[src/rtl/nmc_pkg.sv]
// Package: constants and carrier types for the nibble core serial I/O block
package nmc_pkg;
    localparam int PC_W         = 9;
    localparam int PAGE_W       = 6;
    localparam int ROW_W        = 2;
    localparam int DIGIT_W      = 4;
    localparam int DIGITS       = 8;
    localparam int ROWS         = 4;
    localparam int EN_CNT_BIT   = 0;
    localparam int EN_UNUSED    = 1;
    localparam int EN_LDRV_BIT  = 2;
    localparam int EN_SO_BIT    = 3;
    localparam logic [3:0] NIB_ZERO  = 4'h0;
    localparam logic [3:0] NIB_MAX   = 4'hF;
    localparam logic [8:0] PC_RESET  = 9'h000;
    localparam logic [2:0] JSRP_PAGE = 3'h2;
    localparam int OSC_DIV_RES  = 8;
    localparam int OSC_DIV_EXT  = 4;
    localparam int RESET_LOW_CYCLES = 3;

    // Instruction operations decoded upstream of this block
    typedef enum logic [4:0] {
        OP_NOP, OP_ASC, OP_ADD, OP_AISC, OP_CLRA, OP_COMP, OP_RC, OP_SC, OP_XOR,
        OP_JMP, OP_JP, OP_JSRP, OP_JSR, OP_RET, OP_RETSK, OP_JID,
        OP_CAMQ, OP_LQID, OP_LD, OP_X, OP_XIS, OP_XDS, OP_LBI,
        OP_XAS, OP_LEI, OP_OMG, OP_INL, OP_LDATA
    } nmc_op_t;

    typedef struct packed {
        nmc_op_t     op;
        logic [8:0]  addr;
        logic [3:0]  imm;
        logic [1:0]  rsel;
        logic [7:0]  romData;
    } nmc_instr_t;

    typedef struct packed {
        logic [7:0] out;
        logic [7:0] oe;
    } nmc_port8_t;
endpackage

[src/rtl/nmc_core.sv]
// Nibble core: sequencing, RAM, adder, ports and serial shift/count unit
// Functional notes
// [RULE1] 9-bit PC steps each cycle, 512 words
// [RULE2] Program store seen as 8 pages of 64
// [RULE3] Two 9-bit return saves form LIFO stack
// [RULE4] RAM is 4 rows of 8 digits
// [RULE5] Digit select MSB ignored for addressing
// [RULE6] Exchange-step skips on 0/15 wrap only
// [RULE7] 4-bit adder writes accumulator and carry
// [RULE8] Port latch drives 8 pins when enabled
// [RULE9] General register drives four I/O pins
// [RULE10] Swap acc with shift reg, carry to latch
// [RULE11] Enable register written only by load-enable
// [RULE12] Counter mode decrements on serial input fall
// [RULE13] Counter pulses last two cycles or more
// [RULE14] Counter mode: SO from bit3, clock=latch
// [RULE15] Shift mode shifts left, serial in LSB
// [RULE16] Shift mode clock is latch AND cycle clock
// [RULE17] Shift mode SO is MSB or zero
// [RULE18] Enable bit 1 does nothing
// [RULE19] Bit 2 enables 8-bit drivers, else hi-Z
// [RULE20] Reset held low three cycles externally
// [RULE21] Reset clears state, RAM kept; return saves, shift register and, on the reset pin, port latch also kept
// [RULE22] After reset clock pin is sync pulse
// [RULE23] Cycle is oscillator divided by 8 or 4
// [RULE24] Reset needs three consecutive low samples
`timescale 1ns/10ps
module nmc_core
    import nmc_pkg::*;
(
    input  wire logic                clk_sys,
    input  wire logic                rst,
    input  wire logic                divBy8,
    input  wire logic                resetPinN,
    input  wire nmc_pkg::nmc_instr_t instr,
    input  wire logic                instrValid,
    input  wire logic [7:0]          portPinIn,
    input  wire logic [3:0]          genPinIn,
    input  wire logic                serialInPin,
    output nmc_pkg::nmc_port8_t      portPins,
    output logic [3:0]               genPinOut,
    output logic [3:0]               genPinOe,
    output logic [3:0]               dataOut,
    output logic                     serialOutPin,
    output logic                     clock_out_pin,
    output logic [8:0]               romAddr,
    output logic                     skipNext,
    output logic                     cycleDone
);
    import nmc_pkg::*;

    logic       cycleStb;
    logic       halfHigh;
    logic       serialInSync;
    logic       resetPinSync;

    nmc_cycle_div u_div (
        .clk_sys  (clk_sys),
        .rst      (rst),
        .divBy8   (divBy8),
        .cycleStb (cycleStb),
        .halfHigh (halfHigh)
    );

    nmc_sync3 u_si (
        .clk_sys (clk_sys),
        .rst     (rst),
        .pinIn   (serialInPin),
        .level   (serialInSync)
    );

    nmc_sync3 u_rs (
        .clk_sys (clk_sys),
        .rst     (rst),
        .pinIn   (resetPinN),
        .level   (resetPinSync)
    );

    // Parallel pin levels are crossed into the clock domain before any read
    logic [7:0] portPinSync;
    genvar      gi;
    generate
        for (gi = 0; gi < 8; gi++) begin : g_port_sync
            nmc_sync3 u_ps (
                .clk_sys (clk_sys),
                .rst     (rst),
                .pinIn   (portPinIn[gi]),
                .level   (portPinSync[gi])
            );
        end
    endgenerate

    // Architectural state
    logic [8:0] pcReg;
    logic [8:0] return_save_first_reg;
    logic [8:0] return_save_second_reg;
    logic [3:0] accReg;
    logic [1:0] ram_row_select_reg;
    logic [3:0] digit_select_reg;
    logic       carryReg;
    logic [3:0] dataOutReg;
    logic [3:0] feature_enable_reg;
    logic [3:0] genReg;
    logic [7:0] portLatchReg;
    logic [3:0] shift_count_reg;
    logic       clock_out_latch_reg;
    logic       skipReg;
    logic [1:0] rstCntReg;
    logic       initReg;
    logic       siPrevReg;
    logic [3:0] ramMem [ROWS][DIGITS];

    // Reset pin counted per instruction cycle; initialisation after three lows
    wire lowSeen  = cycleStb && !resetPinSync;
    wire initTrig = lowSeen && (rstCntReg == 2'(RESET_LOW_CYCLES - 1)); // [RULE24] [RULE20]

    always_ff @(posedge clk_sys) begin
        if (rst || (cycleStb && resetPinSync)) begin
            rstCntReg <= 2'h0;
        end else if (lowSeen && rstCntReg != 2'(RESET_LOW_CYCLES - 1)) begin
            rstCntReg <= rstCntReg + 2'h1;
        end
    end

    wire doInit = rst || initTrig;
    wire step   = cycleStb && instrValid && !skipReg && !initReg;

    // Feature enable decoding; bit 1 deliberately unread
    wire cntMode  = feature_enable_reg[EN_CNT_BIT];
    wire portDrv  = feature_enable_reg[EN_LDRV_BIT]; // [RULE19]
    wire soEnable = feature_enable_reg[EN_SO_BIT];
    // [RULE18]

    // RAM addressing drops the digit select MSB
    wire [2:0] physDigit = digit_select_reg[2:0]; // [RULE5] [RULE4]
    wire [3:0] memNib    = ramMem[ram_row_select_reg][physDigit];

    // Adder shared by arithmetic operations
    wire       useCarry = (instr.op == OP_ASC);
    wire [3:0] addB     = (instr.op == OP_AISC) ? instr.imm : memNib;
    wire [4:0] addSum   = {1'b0, accReg} + {1'b0, addB} + {4'h0, useCarry && carryReg}; // [RULE7]

    // Digit select step for exchange-increment and -decrement
    wire [3:0] digitUp   = digit_select_reg + 4'h1;
    wire [3:0] digitDown = digit_select_reg - 4'h1;
    wire       wrapUp    = (digit_select_reg == NIB_MAX); // [RULE6]
    wire       wrapDown  = (digit_select_reg == NIB_ZERO); // [RULE6]

    // Control flow targets
    wire [8:0] pcInc    = pcReg + 9'h001; // [RULE1]
    wire [8:0] pagePc   = {pcReg[8:6], instr.addr[5:0]}; // [RULE2]
    wire [8:0] jsrpPc   = {JSRP_PAGE, instr.addr[5:0]}; // [RULE2]
    wire       isCall   = (instr.op == OP_JSR) || (instr.op == OP_JSRP);
    wire       isReturn = (instr.op == OP_RET) || (instr.op == OP_RETSK);

    logic [8:0] pcNext;
    logic       skipNext_next;
    always_comb begin
        pcNext        = pcInc;
        skipNext_next = 1'b0;
        case (instr.op)
            OP_JMP, OP_JSR: pcNext = instr.addr;
            OP_JP:          pcNext = pagePc;
            OP_JSRP:        pcNext = jsrpPc;
            OP_JID:         pcNext = {pcReg[8], instr.romData};
            OP_RET:         pcNext = return_save_first_reg; // [RULE3]
            OP_RETSK: begin
                pcNext        = return_save_first_reg;
                skipNext_next = 1'b1;
            end
            OP_ASC:         skipNext_next = addSum[4];
            OP_AISC:        skipNext_next = addSum[4];
            OP_XIS:         skipNext_next = wrapUp;
            OP_XDS:         skipNext_next = wrapDown;
            default:        pcNext = pcInc;
        endcase
    end

    // Sequencer: skipped cycles still advance the PC
    always_ff @(posedge clk_sys) begin
        if (doInit) begin
            pcReg   <= PC_RESET; // [RULE21]
            skipReg <= 1'b0;
        end else if (cycleStb && !initReg) begin
            pcReg   <= (step) ? pcNext : pcInc; // [RULE1]
            skipReg <= step && skipNext_next;
        end
    end

    // Return stack: push shifts first into second, pop reverses
    always_ff @(posedge clk_sys) begin
        if (step && isCall) begin
            return_save_second_reg <= return_save_first_reg; // [RULE3]
            return_save_first_reg  <= pcInc;
        end else if (step && isReturn) begin
            return_save_first_reg  <= return_save_second_reg; // [RULE3]
        end else if (step && instr.op == OP_LQID) begin
            return_save_second_reg <= return_save_first_reg;
        end
    end

    // Accumulator, carry, pointer
    always_ff @(posedge clk_sys) begin
        if (doInit) begin
            accReg             <= NIB_ZERO; // [RULE21]
            carryReg           <= 1'b0;
            ram_row_select_reg <= 2'h0;
            digit_select_reg   <= NIB_ZERO;
        end else if (step) begin
            case (instr.op)
                OP_ASC: begin
                    accReg   <= addSum[3:0]; // [RULE7]
                    carryReg <= addSum[4];
                end
                OP_ADD, OP_AISC: accReg <= addSum[3:0];
                OP_CLRA:         accReg <= NIB_ZERO;
                OP_COMP:         accReg <= ~accReg;
                OP_RC:           carryReg <= 1'b0;
                OP_SC:           carryReg <= 1'b1;
                OP_XOR:          accReg <= accReg ^ memNib;
                OP_LD: begin
                    accReg             <= memNib;
                    ram_row_select_reg <= ram_row_select_reg ^ instr.rsel;
                end
                OP_X: begin
                    accReg             <= memNib;
                    ram_row_select_reg <= ram_row_select_reg ^ instr.rsel;
                end
                OP_XIS: begin
                    accReg             <= memNib;
                    ram_row_select_reg <= ram_row_select_reg ^ instr.rsel;
                    digit_select_reg   <= digitUp;
                end
                OP_XDS: begin
                    accReg             <= memNib;
                    ram_row_select_reg <= ram_row_select_reg ^ instr.rsel;
                    digit_select_reg   <= digitDown;
                end
                OP_LBI: begin
                    ram_row_select_reg <= instr.rsel;
                    digit_select_reg   <= instr.imm;
                end
                OP_INL:          accReg <= portPinSync[7:4]; // [RULE8]
                OP_XAS:          accReg <= shift_count_reg; // [RULE10]
                default:         accReg <= accReg;
            endcase
        end
    end

    // Data memory: never cleared, so power-up contents are whatever the array held
    wire memWrite = step && (instr.op == OP_X || instr.op == OP_XIS
                          || instr.op == OP_XDS || instr.op == OP_INL);
    wire [3:0] memData = (instr.op == OP_INL) ? portPinSync[3:0] : accReg; // [RULE8]
    always_ff @(posedge clk_sys) begin
        if (memWrite) begin
            ramMem[ram_row_select_reg][physDigit] <= memData; // [RULE4] [RULE21]
        end
    end

    // General register, data out, enable register
    always_ff @(posedge clk_sys) begin
        if (doInit) begin
            feature_enable_reg <= 4'h0; // [RULE21]
            genReg             <= 4'h0;
            dataOutReg         <= 4'h0;
        end else if (step) begin
            case (instr.op)
                OP_LEI:  feature_enable_reg <= instr.imm; // [RULE11]
                OP_OMG:  genReg <= memNib;
                OP_LDATA: dataOutReg <= accReg;
                default: genReg <= genReg;
            endcase
        end
    end

    // Cleared on power-on reset only; the reset pin leaves the latch as it was
    always_ff @(posedge clk_sys) begin
        if (rst) begin
            portLatchReg <= 8'h00;
        end else if (step && instr.op == OP_CAMQ) begin
            portLatchReg <= {accReg, memNib}; // [RULE8]
        end else if (step && instr.op == OP_LQID) begin
            portLatchReg <= instr.romData; // [RULE8]
        end
    end

    // Serial unit. Counter edges come from the synchronised pin, so pulses
    // narrower than the filter are lost; that is why two-cycle pulses are needed.
    wire siFall = siPrevReg && !serialInSync; // [RULE13]
    always_ff @(posedge clk_sys) begin
        // Idle level of the pin, so no false count follows reset
        if (rst) begin
            siPrevReg <= 1'b1;
        end else begin
            siPrevReg <= serialInSync;
        end
        if (doInit) begin
            clock_out_latch_reg <= 1'b1; // [RULE22]
        end else if (step && instr.op == OP_XAS) begin
            clock_out_latch_reg <= carryReg; // [RULE10]
        end
        if (step && instr.op == OP_XAS) begin
            shift_count_reg <= accReg; // [RULE10]
        end else if (cntMode && siFall) begin
            shift_count_reg <= shift_count_reg - 4'h1; // [RULE12]
        end else if (!cntMode && cycleStb) begin
            shift_count_reg <= {shift_count_reg[2:0], serialInSync}; // [RULE15]
        end
    end

    // Pin outputs, all registered
    wire soNext = cntMode ? soEnable : (soEnable && shift_count_reg[3]); // [RULE14] [RULE17]
    wire skNext = cntMode ? clock_out_latch_reg : (clock_out_latch_reg && halfHigh); // [RULE14] [RULE16]

    always_ff @(posedge clk_sys) begin
        if (rst) begin
            portPins      <= '0;
            genPinOut     <= 4'h0;
            genPinOe      <= 4'h0;
            dataOut       <= 4'h0;
            serialOutPin  <= 1'b0;
            clock_out_pin <= 1'b0;
            romAddr       <= PC_RESET;
            skipNext      <= 1'b0;
            cycleDone     <= 1'b0;
            initReg       <= 1'b1;
        end else begin
            portPins.out  <= portLatchReg;
            portPins.oe   <= {8{portDrv}}; // [RULE19] [RULE8]
            genPinOut     <= genReg; // [RULE9]
            genPinOe      <= ~genReg;
            dataOut       <= dataOutReg;
            serialOutPin  <= soNext;
            clock_out_pin <= skNext;
            romAddr       <= pcReg;
            skipNext      <= skipReg;
            cycleDone     <= cycleStb;
            initReg       <= initTrig || (initReg && !cycleStb);
        end
    end
endmodule

[src/rtl/nmc_cycle_div.sv]
// Instruction cycle divider: one-cycle strobe every 4 or 8 oscillator ticks
`timescale 1ns/10ps
module nmc_cycle_div
    import nmc_pkg::*;
(
    input  wire logic clk_sys,
    input  wire logic rst,
    input  wire logic divBy8,
    output logic      cycleStb,
    output logic      halfHigh
);
    logic [2:0] cntReg;
    wire  [2:0] lastCount = divBy8 ? 3'(OSC_DIV_RES - 1) : 3'(OSC_DIV_EXT - 1); // [RULE23]
    wire  [2:0] halfCount = divBy8 ? 3'(OSC_DIV_RES / 2) : 3'(OSC_DIV_EXT / 2);

    always_ff @(posedge clk_sys) begin
        if (rst || cntReg >= lastCount) begin
            cntReg <= 3'h0;
        end else begin
            cntReg <= cntReg + 3'h1;
        end
    end

    always_ff @(posedge clk_sys) begin
        cycleStb <= !rst && (cntReg == lastCount);
        halfHigh <= !rst && (cntReg < halfCount);
    end
endmodule

[src/rtl/nmc_sync3.sv]
// Three-stage pin synchroniser with agreement filter
`timescale 1ns/10ps
module nmc_sync3 (
    input  wire logic clk_sys,
    input  wire logic rst,
    input  wire logic pinIn,
    output logic      level
);
    logic s1Reg;
    logic s2Reg;
    logic s3Reg;

    always_ff @(posedge clk_sys) begin
        s1Reg <= pinIn;
        s2Reg <= s1Reg;
        s3Reg <= s2Reg;
        if (rst) begin
            level <= 1'b1;
        end else if (s2Reg == s3Reg) begin
            level <= s3Reg;
        end
    end
endmodule

[config.mk]
export PLATFORM = sky130hd
export DESIGN_NAME = nmc_core
export DESIGN_NICKNAME = d
export VERILOG_FILES = /design/src/rtl/nmc_pkg.sv /design/src/rtl/nmc_core.sv /design/src/rtl/nmc_cycle_div.sv /design/src/rtl/nmc_sync3.sv
export SDC_FILE = /design/constraint.sdc
export NUM_CORES = 1
export LEC_CHECK = 0
export BUFFER_PORTS_ARGS = -buffer_cell sky130_fd_sc_hd__buf_2
export CAP_MARGIN = 20
export CORE_MARGIN = 5
export CORE_UTILIZATION = 45
export CTS_CLUSTER_DIAMETER = 60
export DETAILED_ROUTE_END_ITERATION = 10
export PLACE_DENSITY = 0.63
export SLEW_MARGIN = 10
export SYNTH_ARGS = -nofsm -noshare
export SYNTH_HDL_FRONTEND = slang
export SYNTH_HIERARCHICAL = 1
export SYNTH_SLANG_ARGS = --single-unit
[constraint.sdc]
create_clock -name clk_sys -period 6.3 [get_ports clk_sys]
set_input_delay 0 -clock clk_sys [delete_from_list [all_inputs] [get_ports clk_sys]]
set_output_delay 0 -clock clk_sys [all_outputs]
set_load 0.02 [all_outputs]
==> results.cfg <==
[grt]
grt_pass1_wl_microns = 40410
track_usage_pct = 17.65
grt_pass1_vias = 7142
globalRoute.totalOverflow = 0
antenna_found_initial = 0
grt_max_degree = 61

[sta]
hold-worst-slack_ns = 0.04673
fmax_ghz = 0.2334
slew_headroom_pct = 40.03
layout_min_cycle_time_ns = 4.285
hold_viol = 0
rsz0062_at_grt = false
finalSetupTns_ns = 0
min_period_over_period_pct = 68.01
max_slew.worst_pin.slew_ns = 0.8995
setup_viol = 0
clock_skew_ns = 0.009596
setup_ws_ns = 2.015
drv_slew = 0

[yosys]
synth_xor_area_share_pct = 1.145
yosysWarnings = 6
synth_seq_cells = 276
synth_top_family_by_area = simple AND/OR/NAND/NOR gates
synth_edf_count = 150
synth_compound_area_share_pct = 11.80
synth-seq-area-share_pct = 61.26
synth_top_cell_by_area = edfxtp_1
synth_nets = 1012
synth_area_leaders = edfxtp_1, dfxtp_1, mux2i_1
yosysTopAreaCellShare_pct = 39.27
ys.flop_type = edfxtp_1
async_flop_share_pct = 0
syn_inst = 953
synthMuxAreaShare_pct = 8.018
synthAdderAreaFrac_pct = 1.614
syn_area_per_cell_sq_um = 12.04
synth_cell_type_count = 72
synthSimpleGateAreaFrac_pct = 13.06
synth_area_sq_um = 11470

[setup_path]
worst-setup-path-type = flop to flop
path_max_fanout = 15
r2r-end = skipReg$_SDFFE_PP0P_
reg2reg_depth = 13
end_kind = flop
r2r_slack_ns = 2.02
arrival_ns = 4.69
required_ns = 6.71
critPathLaunchType = flop

[layout]
layout_common_cells = edfxtp_1, dfxtp_1, nor2_1
antenna_cells = 0
final_common_cell = edfxtp_1
drive_gt1_share_pct = 15.44
largest_register_ffs = 128
instances_no_fill = 1405
nNetsFinal = 1112
synthToLayoutAreaGrowth_pct = 16.55
stdcell_area_sq_um = 13370
top_register = ramMem

[route]
wl_met2_microns = 11670
routedWlPerCell_microns = 18.49
via_per_inst = 5.470
wl_met1_microns = 12050
drcViolationCount = 0
wl_met3_microns = 1665
vias = 7685
final_antenna_net_count = 0
dr.pass1.iters = 5
top_layer = met4
wl_microns = 25980
drt_iter0_drc = 672

[floorplanning]
rows = 58
dieArea_sq_um = 28780
dieWidth_microns = 169.7
die_h_microns = 169.7
start_util_pct = 45.68
core-area_sq_um = 25110
ios = 87

[cts]
cts.sinks = 276
cts_tree = yes
postCtsSetupRepairBufs = 0
insertion_delay_ns = 0.54
htreeDepth = 1
cts_max_path_buffers = 3
cts_made_buffers = 29
cts_root_buffer = clkbuf_16
clk_pin_slew_worst_paths_ns = 0.06

[job]
maxCapViolCount = 0

[placed_design]
dpl_worst_slack_ns = 2.018
gp_congestion = 0.8196
dp.cells = 1319
hpwl_microns = 17130
portBuffers = 82
place_area_sq_um = 12080

[power_and_ir_drop]
ir_drop_mv = 0.1954
p_per_area_nw_per_um2 = 278.8
power_leakage_uw = 0.004701

[hold_path]
hp-class = input port to flop
hold_depth = 6
min_from = instr[21]
holdPathEnd = pcReg[7]$_SDFFE_PP0P_

[run_status]
status = finished clean
## logic make-up (layout without fill, tap and decap cells)
logic type	after synthesis	count (layout)
AOI/OAI and AO/OA	199	199
adders and majority gates	13	13
xor gates and xnor gates	15	15
muxes	78	78
and+or+nand+nor	301	301
DFF	276	276
buffers and inverters	71	193
## worst max path at each step
| stage | startpoint | end | slack [ns] |
|---|---|---|---|
| finish | flop | skipReg$_SDFFE_PP0P_ | 2.02 |
| global route | flop | skipReg$_SDFFE_PP0P_ | 1.71 |
| CTS | flop | skipReg$_SDFFE_PP0P_ | 2.03 |
| detailed placement | flop | skipReg$_SDFFE_PP0P_ | 2.02 |
| global placement | flop | skipReg$_SDFFE_PP0P_ | 2.08 |
| floorplan | flop | skipReg$_SDFFE_PP0P_ | 3.03 |
## worst max-delay path, cell delays in order (launching register included)
cell,delay [ns]
dfxtp_1,0.88
nor2b_1,0.77
a22oi_1,0.16
a31o_2,0.33
nor2_2,0.24
mux2i_1,0.14
fa_1,0.46
fa_1,0.42
a21o_1,0.18
a21o_1,0.19
nand3_1,0.08
a21oi_1,0.07
o21ai_0,0.19
a21oi_1,0.08
## Yosys cell counts, types with 6 or more instances
master,number
a211oi_1,9
a21o_1,8
a21oi_1,42
a222oi_1,6
a22oi_1,29
a31oi_1,6
and2_1,6
and3_1,9
buf_1,7
buf_2,13
buf_4,11
clkbuf_1,17
dfxtp_1,126
edfxtp_1,150
ha_1,10
inv_1,18
mux2_2,8
mux2i_1,60
mux4_2,9
nand2_1,53
nand2b_1,15
nand3_1,17
nand3b_1,8
nor2_1,113
nor2b_1,38
nor3_1,14
o211ai_1,6
o21ai_0,37
o21bai_1,11
xnor2_1,8
xor2_1,7
## stage by stage
| stage | power, uW | util (%) |
|---|---|---|
| after detailed placement | 2059 | 48.10 |
| after CTS | 3760 | 53.19 |
| after floorplan | 2020 | - |
| after global placement | 2057 | 48.10 |
| after global routing | 3847 | 53.24 |
| final | 3727 | 53.24 |
## repair_timing
item / in CTS / in global routing
resized for setup: 0 / 0
endpoints found under the setup margin: 0 / 0
endpoints found under the hold margin: 42 / 0
hold buffers: 31 / 0
## final cells by class
| class | instances | area [sq um] |
|---|---|---|
| clock buffer | 43 | 862.1 |
| clock inverter | 10 | 105.1 |
| fill | 2191 | 11740 |
| inverter | 18 | 67.56 |
| multi-input combinational | 606 | 4094 |
| sequential | 276 | 7028 |
| tap | 330 | 412.9 |
| timing repair buffer | 122 | 798.3 |
## metal layers
layer	vias to the layer above	GRT usage, %
met5	-	0
met4	0	5.075
met3	47	2.516
met2	222	27.02
met1	3698	26.31
li1	3718	-
## power breakdown
group | leakage (uW) | switching (uW) | internal, uW
clock network | 0.000473 | 664 | 1030
logic | 0.00194 | 71.0 | 51.0
registers | 0.00229 | 11.1 | 1900
total | 0.00470 | 746 | 2980
(Power assumes the default switching activity.)
